### src/rtl/sewp_pkg.sv
// Shared constants and types of the serial word port: frame layout,
// command codes, storage shape and programming time.
// Assumes a 250 MHz system clock that samples every pin.
package sewp_pkg;

  // ----------------------------------------------------------------
  // Frame layout
  // ----------------------------------------------------------------
  localparam logic [3:0] SEWP_START_PAT  = 4'ha;   // Start pattern 1010
  localparam int         SEWP_OPC_BITS   = 4;
  localparam int         SEWP_ADDR_BITS  = 8;
  localparam int         SEWP_DATA_BITS  = 16;
  localparam logic [3:0] SEWP_OPC_LAST   = 4'h3;   // Bit count of last opcode bit
  localparam logic [3:0] SEWP_ADDR_LAST  = 4'h7;   // Bit count of last address bit
  localparam logic [3:0] SEWP_DATA_LAST  = 4'hf;   // Bit count of last data bit

  // ----------------------------------------------------------------
  // Commands
  // ----------------------------------------------------------------
  localparam logic [3:0] SEWP_OPC_READ   = 4'h8;   // 1000
  localparam logic [3:0] SEWP_OPC_WRITE  = 4'h4;   // 0100
  localparam logic [3:0] SEWP_OPC_WRITE_ENABLE_CMD  = 4'h3;  // 0011
  localparam logic [3:0] SEWP_OPC_WRITE_DISABLE_CMD = 4'h0;  // 0000

  // ----------------------------------------------------------------
  // Storage and reset values
  // ----------------------------------------------------------------
  localparam int          SEWP_WORDS     = 256;
  localparam logic [15:0] SEWP_ERASED    = 16'hffff; // Erased word value
  localparam logic        SEWP_WEN_RST   = 1'b0;     // Writes disabled at power-up
  localparam logic [1:0]  SEWP_SYNC_RST  = 2'h0;

  // ----------------------------------------------------------------
  // Timing
  // ----------------------------------------------------------------
  localparam int SEWP_SYS_CLK_MHZ   = 250;
  localparam int SEWP_WRITE_TIME_MS = 10;          // Self-timed write cycle
  localparam int SEWP_WRITE_CYCLES  = SEWP_WRITE_TIME_MS * 1000 * SEWP_SYS_CLK_MHZ;

  // ----------------------------------------------------------------
  // Frame parser states, Gray along hunt, opcode, address, data
  // ----------------------------------------------------------------
  typedef enum logic [2:0] {
    SEWP_ST_HUNT = 3'h0,
    SEWP_ST_OPC  = 3'h1,
    SEWP_ST_ADDR = 3'h3,
    SEWP_ST_DATA = 3'h2,
    SEWP_ST_READ = 3'h6,
    SEWP_ST_DONE = 3'h7
  } sewp_state_t;

endpackage

### src/rtl/sewp_sync.sv
// Two-flop synchroniser for one pin level.
// Assumes the pin is asynchronous to sys_clk; only q may be read.
`timescale 1ns/1ns
`default_nettype none
module sewp_sync #(
  parameter logic RST_VAL = 1'b0                  // Level shown during reset
) (
  input  wire logic sys_clk,                      // System clock
  input  wire logic rst,                          // Async reset, active high
  input  wire logic d,                            // Raw pin
  output var  logic q                             // Synchronised level
);
  logic meta_q;

  // First stage feeds only the second stage
  always_ff @(posedge sys_clk or posedge rst) begin
    if (rst) begin
      meta_q <= RST_VAL;
      q      <= RST_VAL;
    end else begin
      meta_q <= d;
      q      <= meta_q;
    end
  end
endmodule
`default_nettype wire

### src/rtl/sewp_prog_timer.sv
// Self-timed programming cycle counter.
// Assumes start and abort are one-cycle pulses on sys_clk.
`timescale 1ns/1ns
`default_nettype none
module sewp_prog_timer #(
  parameter int CYCLES = 2500000                  // Length of a write cycle
) (
  input  wire logic sys_clk,                      // System clock
  input  wire logic rst,                          // Async reset, active high
  input  wire logic start,                        // Begin a cycle
  input  wire logic abort,                        // Cut the cycle short
  output var  logic busy,                         // Cycle running
  output var  logic done                          // Pulse at normal end
);
  logic [31:0] cnt_q;

  // Runs on sys_clk only, so the serial clock may stop during programming
  always_ff @(posedge sys_clk or posedge rst) begin
    if (rst) begin
      cnt_q <= 32'h0;
      busy  <= 1'b0;
      done  <= 1'b0;
    end else begin
      done <= 1'b0;
      if (start) begin
        cnt_q <= 32'(CYCLES - 1);
        busy  <= 1'b1;
      end else if (busy && abort) begin
        busy  <= 1'b0;
      end else if (busy) begin
        if (cnt_q == 32'h0) begin
          busy <= 1'b0;
          done <= 1'b1;
        end else begin
          cnt_q <= cnt_q - 32'h1;
        end
      end
    end
  end
endmodule
`default_nettype wire

### src/rtl/sewp_word_port.sv
// Serial word port: frame parser, 256 x 16 word store, write enable,
// hardware write lock and self-timed programming with status on two pins.
// Assumes all pins are asynchronous to sys_clk and toggle far slower than it.
//
// Overview of operation
// - Sample serial input on rising clock, change serial output on falling clock.
// - Frame is start 1010, 4-bit opcode, 8-bit address, MSB first.
// - Write frame carries exactly 16 data bits after the address.
// - Bits before the start pattern are ignored.
// - Decode read 1000, write 0100 and the two enable commands.
// - 0011 sets, 0000 clears write enable; address ignored; off at power-up.
// - Write enable persists until cleared; enable commands do not touch reads.
// - Writes execute only while write enable is set, else discarded.
// - Storage is 256 words of 16 bits, chosen by the address.
// - Read loads the word into the output shifter; only reads shift data out.
// - A write erases the word before programming the new data.
// - Programming starts at the 32nd rising edge, timed internally.
// - Ready/busy low within 1 us of edge 32 until done, then high.
// - No serial clock needed during programming.
// - Chip select falling with serial clock low while programming shows status on serial output.
// - After programming a poll shows high; first serial input rise ends it.
// - Lock pin low permits writes, high blocks them and shows ready status.
// - Lock pin change during programming aborts the write.
// - Lock pin does not affect read or enable commands.
`timescale 1ns/1ns
`default_nettype none
module sewp_word_port #(
  parameter int WRITE_CYCLES = sewp_pkg::SEWP_WRITE_CYCLES  // System clocks per write cycle
) (
  input  wire logic sys_clk,                      // System clock, 250 MHz
  input  wire logic rst,                          // Async reset, active high
  input  wire logic cs_n,                         // Chip select pin, active low
  input  wire logic sck,                          // Serial clock pin
  input  wire logic si,                           // Serial input pin
  input  wire logic write_lock_n,                 // Low permits writes
  output var  logic so_out,                       // Serial output level
  output var  logic so_oe,                        // Serial output enable
  output var  logic rdy_busy                      // High ready, low busy
);
  import sewp_pkg::*;

  // ----------------------------------------------------------------
  // Pin synchronisers and edge detection
  // ----------------------------------------------------------------
  logic cs_n_s;
  logic sck_s;
  logic si_s;
  logic wl_n_s;
  logic cs_n_prev_q;
  logic sck_prev_q;
  logic si_prev_q;

  sewp_sync #(.RST_VAL(1'b1)) u_sync_cs (
    .sys_clk (sys_clk),
    .rst     (rst),
    .d       (cs_n),
    .q       (cs_n_s)
  );
  sewp_sync #(.RST_VAL(1'b0)) u_sync_sck (
    .sys_clk (sys_clk),
    .rst     (rst),
    .d       (sck),
    .q       (sck_s)
  );
  sewp_sync #(.RST_VAL(1'b0)) u_sync_si (
    .sys_clk (sys_clk),
    .rst     (rst),
    .d       (si),
    .q       (si_s)
  );
  sewp_sync #(.RST_VAL(1'b1)) u_sync_wl (
    .sys_clk (sys_clk),
    .rst     (rst),
    .d       (write_lock_n),
    .q       (wl_n_s)
  );

  // Previous synchronised levels for edge finding
  always_ff @(posedge sys_clk or posedge rst) begin
    if (rst) begin
      cs_n_prev_q <= 1'b1;
      sck_prev_q  <= 1'b0;
      si_prev_q   <= 1'b0;
    end else begin
      cs_n_prev_q <= cs_n_s;
      sck_prev_q  <= sck_s;
      si_prev_q   <= si_s;
    end
  end

  logic sck_rise;
  logic sck_fall;
  logic cs_fall;
  logic si_rise;
  assign sck_rise = sck_s & ~sck_prev_q;
  assign sck_fall = ~sck_s & sck_prev_q;
  assign cs_fall  = ~cs_n_s & cs_n_prev_q;
  assign si_rise  = si_s & ~si_prev_q;

  // ----------------------------------------------------------------
  // Programming timer
  // ----------------------------------------------------------------
  logic prog_start;
  logic prog_abort;
  logic prog_busy;
  logic prog_done;
  logic wl_at_start_q;

  sewp_prog_timer #(.CYCLES(WRITE_CYCLES)) u_timer (
    .sys_clk (sys_clk),
    .rst     (rst),
    .start   (prog_start),
    .abort   (prog_abort),
    .busy    (prog_busy),
    .done    (prog_done)
  );

  // Lock pin captured at start; any change later aborts the cycle
  always_ff @(posedge sys_clk or posedge rst) begin
    if (rst) begin
      wl_at_start_q <= 1'b0;
    end else if (prog_start) begin
      wl_at_start_q <= wl_n_s;
    end
  end
  assign prog_abort = prog_busy & (wl_n_s != wl_at_start_q);

  // ----------------------------------------------------------------
  // Frame parser
  // ----------------------------------------------------------------
  sewp_state_t state_q;
  logic [3:0]  hunt_q;                            // Last four bits while hunting
  logic [3:0]  bit_cnt_q;                         // Bit index in the current field
  logic [15:0] in_sr_q;                           // Input shifter
  logic [3:0]  opc_q;
  logic [7:0]  addr_q;
  logic        wen_q;                             // Write enable state
  logic        frame_ok;
  logic [3:0]  hunt_next;
  logic [15:0] in_next;

  // Parse only while selected and idle; programming freezes new frames
  assign frame_ok  = ~cs_n_s & ~prog_busy & sck_rise;
  assign hunt_next = {hunt_q[2:0], si_s};
  assign in_next   = {in_sr_q[14:0], si_s};       // MSB first

  always_ff @(posedge sys_clk or posedge rst) begin
    if (rst) begin
      state_q   <= SEWP_ST_HUNT;
      hunt_q    <= 4'h0;
      bit_cnt_q <= 4'h0;
      in_sr_q   <= 16'h0;
      opc_q     <= 4'h0;
      addr_q    <= 8'h0;
    end else if (cs_n_s) begin
      // Deselect drops any partial frame
      state_q   <= SEWP_ST_HUNT;
      hunt_q    <= 4'h0;
      bit_cnt_q <= 4'h0;
    end else if (frame_ok) begin
      unique case (state_q)
        SEWP_ST_HUNT: begin
          hunt_q <= hunt_next;
          if (hunt_next == SEWP_START_PAT) begin
            state_q   <= SEWP_ST_OPC;
            bit_cnt_q <= 4'h0;
          end
        end
        SEWP_ST_OPC: begin
          in_sr_q   <= in_next;
          bit_cnt_q <= bit_cnt_q + 4'h1;
          if (bit_cnt_q == SEWP_OPC_LAST) begin
            opc_q     <= in_next[3:0];
            state_q   <= SEWP_ST_ADDR;
            bit_cnt_q <= 4'h0;
          end
        end
        SEWP_ST_ADDR: begin
          in_sr_q   <= in_next;
          bit_cnt_q <= bit_cnt_q + 4'h1;
          if (bit_cnt_q == SEWP_ADDR_LAST) begin
            addr_q    <= in_next[7:0];
            bit_cnt_q <= 4'h0;
            unique case (opc_q)
              SEWP_OPC_READ:  state_q <= SEWP_ST_READ;
              SEWP_OPC_WRITE: state_q <= SEWP_ST_DATA;
              default:        state_q <= SEWP_ST_DONE;
            endcase
          end
        end
        SEWP_ST_DATA: begin
          in_sr_q   <= in_next;
          bit_cnt_q <= bit_cnt_q + 4'h1;
          if (bit_cnt_q == SEWP_DATA_LAST) begin
            state_q <= SEWP_ST_DONE;              // Extra bits are ignored
          end
        end
        SEWP_ST_READ: begin
          state_q <= SEWP_ST_READ;
        end
        SEWP_ST_DONE: begin
          state_q <= SEWP_ST_DONE;
        end
        default: begin
          state_q <= SEWP_ST_HUNT;
        end
      endcase
    end
  end

  // Decode strobes, each one cycle wide
  logic addr_end;
  logic data_end;
  assign addr_end = frame_ok & (state_q == SEWP_ST_ADDR) & (bit_cnt_q == SEWP_ADDR_LAST);
  assign data_end = frame_ok & (state_q == SEWP_ST_DATA) & (bit_cnt_q == SEWP_DATA_LAST);

  // Write enable: the lock pin plays no part here
  always_ff @(posedge sys_clk or posedge rst) begin
    if (rst) begin
      wen_q <= SEWP_WEN_RST;
    end else if (addr_end && opc_q == SEWP_OPC_WRITE_ENABLE_CMD) begin
      wen_q <= 1'b1;
    end else if (addr_end && opc_q == SEWP_OPC_WRITE_DISABLE_CMD) begin
      wen_q <= 1'b0;
    end
  end

  // The 32nd rising edge starts programming when both guards allow it
  assign prog_start = data_end & wen_q & ~wl_n_s;

  // ----------------------------------------------------------------
  // Word store
  // ----------------------------------------------------------------
  logic [15:0] mem_q [SEWP_WORDS];
  logic [15:0] prog_data_q;
  logic [7:0]  prog_addr_q;
  logic [15:0] rd_word;

  assign rd_word = mem_q[in_next[7:0]];           // Address as it completes

  // Pending word held for the whole cycle
  always_ff @(posedge sys_clk or posedge rst) begin
    if (rst) begin
      prog_data_q <= 16'h0;
      prog_addr_q <= 8'h0;
    end else if (prog_start) begin
      prog_data_q <= in_next;
      prog_addr_q <= addr_q;
    end
  end

  // Store is not reset; an aborted word stays erased, which is not guaranteed data
  always_ff @(posedge sys_clk) begin
    if (prog_start) begin
      mem_q[addr_q] <= SEWP_ERASED;
    end else if (prog_done) begin
      mem_q[prog_addr_q] <= prog_data_q;
    end
  end

  // ----------------------------------------------------------------
  // Status polling
  // ----------------------------------------------------------------
  logic poll_q;                                   // Status shown on serial output
  logic post_write_q;                             // Write finished, not yet acknowledged

  // Finished write remembered until a poll is ended by a rise on serial input or a new write starts
  always_ff @(posedge sys_clk or posedge rst) begin
    if (rst) begin
      post_write_q <= 1'b0;
    end else if (prog_done) begin
      post_write_q <= 1'b1;                       // Set wins over the clear
    end else if (prog_start || (poll_q && si_rise)) begin
      post_write_q <= 1'b0;
    end
  end

  // Poll starts on select with the serial clock low
  always_ff @(posedge sys_clk or posedge rst) begin
    if (rst) begin
      poll_q <= 1'b0;
    end else if (cs_n_s) begin
      poll_q <= 1'b0;
    end else if (cs_fall && !sck_s && (prog_busy || post_write_q || wl_n_s)) begin
      poll_q <= 1'b1;
    end else if (poll_q && !prog_busy && si_rise) begin
      poll_q <= 1'b0;
    end else if (addr_end && opc_q == SEWP_OPC_READ) begin
      poll_q <= 1'b0;                             // Read data takes the pin
    end
  end

  // ----------------------------------------------------------------
  // Serial output and ready/busy pin
  // ----------------------------------------------------------------
  logic [15:0] out_sr_q;
  logic        rd_active;

  assign rd_active = ~cs_n_s & (state_q == SEWP_ST_READ);

  // Output shifter loads at the end of a read address, shifts on falling edges
  always_ff @(posedge sys_clk or posedge rst) begin
    if (rst) begin
      out_sr_q <= 16'h0;
    end else if (addr_end && opc_q == SEWP_OPC_READ) begin
      out_sr_q <= rd_word;
    end else if (rd_active && sck_fall) begin
      out_sr_q <= {out_sr_q[14:0], 1'b0};
    end
  end

  // Pin drive: read data first, else polled status, else released
  always_ff @(posedge sys_clk or posedge rst) begin
    if (rst) begin
      so_out <= 1'b0;
      so_oe  <= 1'b0;
    end else if (rd_active) begin
      so_oe <= 1'b1;
      if (sck_fall) begin
        so_out <= out_sr_q[15];
      end
    end else if (poll_q && !cs_n_s) begin
      so_oe  <= 1'b1;
      so_out <= ~prog_busy;
    end else begin
      so_oe  <= 1'b0;
      so_out <= 1'b0;
    end
  end

  // Busy one cycle after the 32nd edge is seen, well inside the 1 us bound
  always_ff @(posedge sys_clk or posedge rst) begin
    if (rst) begin
      rdy_busy <= 1'b1;
    end else if (prog_start) begin
      rdy_busy <= 1'b0;
    end else begin
      rdy_busy <= ~prog_busy;
    end
  end

endmodule
`default_nettype wire

### config.mk
export PLATFORM = sky130hd
export DESIGN_NAME = sewp_word_port
export DESIGN_NICKNAME = d
export VERILOG_FILES = /design/src/rtl/sewp_pkg.sv /design/src/rtl/sewp_sync.sv /design/src/rtl/sewp_prog_timer.sv /design/src/rtl/sewp_word_port.sv
export SDC_FILE = /design/constraint.sdc
export NUM_CORES = 2
export LEC_CHECK = 0
export BUFFER_PORTS_ARGS = -buffer_cell sky130_fd_sc_hd__buf_4
export CORE_MARGIN = 10
export CORE_UTILIZATION = 42
export CTS_BUF_LIST = sky130_fd_sc_hd__clkbuf_16
export DETAILED_ROUTE_END_ITERATION = 6
export HOLD_SLACK_MARGIN = 0.08
export PLACE_DENSITY = 0.64
export SLEW_MARGIN = 20
export SYNTH_ARGS = -nofsm -noshare
export SYNTH_HDL_FRONTEND = slang
export SYNTH_SLANG_ARGS = --single-unit
### constraint.sdc
create_clock -name sys_clk -period 9.84 [get_ports sys_clk]
set_input_delay 1.968 -clock sys_clk [delete_from_list [all_inputs] [get_ports sys_clk]]
set_output_delay 1.968 -clock sys_clk [all_outputs]
set_load 0.03 [all_outputs]
==> results.md <==
- Worst Setup Path Type: flip-flop to flip-flop
- Post-synthesis cell type count: between 70 and 80
- Hold slack final: approximately 0.35 ns
- Number of global-route vias before repair: slightly below 80000
- Worst hold path type: flip-flop to flip-flop
- Post-route DRC: 34
- Maximum fanout encountered on the critical timing path: between 40 and 50
- Fraction of the yosys area taken by sequential cells: between 70% and 80%
- Number of antenna violations at the first check in global routing: 21
- Setup TNS: 0 ns
- Number of enable flip-flop cells after synthesis: 4096
- Total number of clock tree sinks: between 4000 and 5000
- Clock Root Buffer: sky130_fd_sc_hd__clkbuf_16
- Number of vias per cell after detailed routing: slightly below 6
- Reg clk slew, reported paths: around 0.06 ns
- Max-slew headroom: about 18%
- Ys flop type: sky130_fd_sc_hd__edfxtp_1
- Tot GR Track Use: about a fifth
- Fraction of power spent switching nets: between 20% and 30%
- Portion of total power attributed to combinational logic: 3.2%
- Shortest period the worst path allows: roughly 5.1 ns
- Max Cap Violations: 0
- TritonCTS clock tree: done
- Status: finished, violations left
- FMAX: about 200 MHz
- Bufs on Longest Clock Path: 4
- Post-detailed-route wirelength per cell: 31.8 um
- Effective utilization at floorplan: a little over two fifths
- Endpoint required time on the critical path: 10.48 ns
- Final setup skew: roughly 0.061 ns
- Standard-cell row count: 228
- Number of buffers created by CTS: 415
- Mean instance size in the synthesized netlist: 22.6 sq um
- Layout overhead on the synthesized area: 13.2%
- Largest net degree at the start of global routing: around 210
- Switching Power: 7.54 mW
- PostCTS Resize Cnt: 0
- RSZ-0062 raised after global routing: false
- Most used cells in the layout excluding fill and tap cells: sky130_fd_sc_hd__edfxtp_1 (4096), sky130_fd_sc_hd__mux4_2 (1152), sky130_fd_sc_hd__clkbuf_16 (420)
- Cell taking the most area after synthesis: sky130_fd_sc_hd__edfxtp_1
- Setup WS post-layout: approximately 4.7 ns
- Crit path capture type: flip-flop
- Final hold violation count: 0
- Number of top-level pins: 9
- Number of DRC violations after detailed-routing iteration 0: ~11000
- Count of final setup violators: 0
- Routed via count: slightly below 80000
- Measured slew at the worst slew-check pin: roughly 1.2 ns
- Weighted congestion at the end of routability-driven global placement: ~0.90
- DR pass1 iterations: 7
- Ranking of synthesized cells by area: sky130_fd_sc_hd__edfxtp_1 (76%), sky130_fd_sc_hd__mux4_2 (16%), sky130_fd_sc_hd__dfrtp_1 (1.9%)
- Critical Path Start Type: flip-flop
- Final Net Count: between 7000 and 8000
- Leakage power total: between 60 and 70 nW
- Cell area power density: between 150 and 200 nW/um^2
- Most frequent standard cell in the layout excluding fill and tap cells: sky130_fd_sc_hd__edfxtp_1
- Share of synthesized registers carrying an async set or reset: 3.05%
- Count of buffers added by post-CTS timing repair for setup: 0
- Chip Height: roughly 640 um
- Count of pins over their slew limit: 0
- Top cell type's share of synthesized area: approximately three quarters
- Count of buffers inserted at the top-level ports: 8
- Filler Cells Inserted: 31000
- Detail Route Antenna Nets: 0
- Arrival time of the worst setup path: 5.74 ns
- Part of the power in the clock network: 42.9%
- Global-route wire length before repair: around 600000 um
- Die outline area: 412000 sq um
- Non-Filler Cell Area, Final: roughly 180000 sq um
- Share of the cycle needed by the critical path after routing: about half
- Final core area utilization: approximately 48%
- Pre-CTS setup slack: between 4 and 5 ns
- Post-cts hold buffer count: 0
- Horizontal die dimension: about 640 um
- Synthesis-stage register bit count: around 4200
- Total number of H-tree levels: 5
- Number of nets produced by synthesis: approximately 7200
- Fraction of final layout cells with drive strength greater than 1: 28.3%
- Final WL: between 400000 and 500000 um
- Aggregate global routing overflow: 0
- Core box area: approximately 390000 sq um
- Failing checks: design-rule violations
- Max rail drop VDD: about 0.00015 V
- Instance count of the mapped netlist: 7186
- Number of warnings issued by yosys: 0
- Detailed-placement wirelength estimate: about 240000 um
- Design internal power: about 29 mW
- Mapped cell area: 163000 sq um
- Skew-Pair Late Insertion Delay: between 0.9 and 1 ns
- Proportion of power drawn by flip-flops and latches: around 54%
- Post-place instance area: between 150000 and 200000 sq um
[worst max-delay path, stage by stage (launching register included)]
cell                       delay [ns]
sky130_fd_sc_hd__dfrtp_1         0.47
sky130_fd_sc_hd__or4b_4          0.64
sky130_fd_sc_hd__o41ai_4         0.33
sky130_fd_sc_hd__buf_4           0.49
sky130_fd_sc_hd__nand3_1         0.17
sky130_fd_sc_hd__o31ai_1         0.23
sky130_fd_sc_hd__nand2b_1        0.18
sky130_fd_sc_hd__buf_4           0.21
sky130_fd_sc_hd__nand2b_1        0.74
sky130_fd_sc_hd__buf_4           0.51
sky130_fd_sc_hd__nor2_1          0.45
sky130_fd_sc_hd__buf_4           0.31
[final timing paths]
| kind | from | to | slack [ns] | depth (start not counted) |
|---|---|---|---|---|
| max | u_timer.busy | mem_q[114][3] | 4.74 | 11 |
| min | u_sync_si.meta_q | u_sync_si.q | 0.35 | 0 |
| max reg2reg | u_timer.busy | mem_q[114][3] | 4.74 | 11 |
| min reg2reg | u_sync_si.meta_q | u_sync_si.q | 0.35 | 0 |
| max in group asynchronous | rst | u_sync_si.q | 7.28 | 3 |
| min in group asynchronous | rst | so_oe | 1.15 | 2 |
[cells in the mapped netlist (4+ instances only)]
cell type                  count
sky130_fd_sc_hd__a31oi_1       7
sky130_fd_sc_hd__nand4b_1      4
sky130_fd_sc_hd__o21ai_0      55
sky130_fd_sc_hd__and2_1        6
sky130_fd_sc_hd__or4_1         4
sky130_fd_sc_hd__buf_4        13
sky130_fd_sc_hd__nor3b_1       7
sky130_fd_sc_hd__o21ai_1       5
sky130_fd_sc_hd__o31ai_1       4
sky130_fd_sc_hd__a211o_1      14
sky130_fd_sc_hd__nor4_1       16
sky130_fd_sc_hd__o221ai_1     24
sky130_fd_sc_hd__buf_6         5
sky130_fd_sc_hd__a221oi_1      4
sky130_fd_sc_hd__nand2b_4      4
sky130_fd_sc_hd__or3_1         9
sky130_fd_sc_hd__a22o_1        5
sky130_fd_sc_hd__nand3b_1      9
sky130_fd_sc_hd__mux2_2       37
sky130_fd_sc_hd__a21oi_1      39
sky130_fd_sc_hd__xor2_1       20
sky130_fd_sc_hd__or2_2        22
sky130_fd_sc_hd__mux4_2     1152
sky130_fd_sc_hd__o22ai_1      70
sky130_fd_sc_hd__nand2_1     213
sky130_fd_sc_hd__buf_2       121
sky130_fd_sc_hd__clkbuf_1    187
sky130_fd_sc_hd__and3_1        7
sky130_fd_sc_hd__a32oi_1      26
sky130_fd_sc_hd__nor3_1       35
sky130_fd_sc_hd__inv_1        15
sky130_fd_sc_hd__nand2b_1     42
sky130_fd_sc_hd__a211oi_1     16
sky130_fd_sc_hd__dfstp_2       6
sky130_fd_sc_hd__nor2_1      316
sky130_fd_sc_hd__dfrtp_1     123
sky130_fd_sc_hd__xnor2_1      10
sky130_fd_sc_hd__buf_1        75
sky130_fd_sc_hd__nand3_1      42
sky130_fd_sc_hd__nand4_1      32
sky130_fd_sc_hd__mux2i_1     176
sky130_fd_sc_hd__o211ai_1     17
sky130_fd_sc_hd__edfxtp_1   4096
sky130_fd_sc_hd__nor2b_1       6
sky130_fd_sc_hd__a22oi_1      49
[routing by layer]
layer	track usage, %	routed length, um
met1	26.8	159000
met3	4.34	40300
met4	7.65	18100
met5	0	120
met2	31.4	200000
[flip-flops by register name, summed over array words and instances (netlist names), 3 cells and up]
register and flops:
hunt_q 3, addr_q 8, state_q 3, u_timer.cnt_q 32
prog_data_q 16, out_sr_q 16, bit_cnt_q 4, mem_q 4096
prog_addr_q 8, opc_q 4, in_sr_q 15
[final cells by class]
cell class | instances | area, sq um | share of cell area [%]
Antenna cell | 8 | 20.0 | 0.0109
Clock buffer | 420 | 10500 | 5.71
Clock inverter | 350 | 2810 | 1.53
Inverter | 19 | 83.8 | 0.0455
Multi-Input combinational cell | 2541 | 34800 | 18.9
Sequential cell | 4225 | 126000 | 68.6
Tap cell | 5175 | 6470 | 3.52
Timing Repair Buffer | 380 | 3140 | 1.71
[power groups by stage]
stage                     sequential, mW  clock (mW)  combinational (mW)
final                               19.5        15.5                1.14
after global routing                19.5        16.4                1.19
after global placement              19.8           0                1.15
after CTS                           19.5        15.7                1.15
after detailed placement            19.8           0                1.15
after floorplan                     19.8           0               0.811
[cell families after synthesis]
| logic type | Yosys count | share of synthesized area [%] |
|---|---|---|
| and+or+nand+nor | 788 | 2.23 |
| buffers and inverters | 420 | 1.12 |
| DFF | 4225 | 77.7 |
| xor gates and xnor gates | 30 | 0.162 |
| AOI/OAI and AO/OA | 355 | 1.52 |
| muxes | 1365 | 17.3 |
| adders and majority gates | 3 | 0.0231 |
[stage by stage]
step	instances	power, mW
after CTS	13100	36.3
final	13100	36.1
after global routing	13100	37.1
after global placement	12300	21.0
after floorplan	7186	20.6
after detailed placement	12300	21.0
Power figures use the tool's default switching activity.
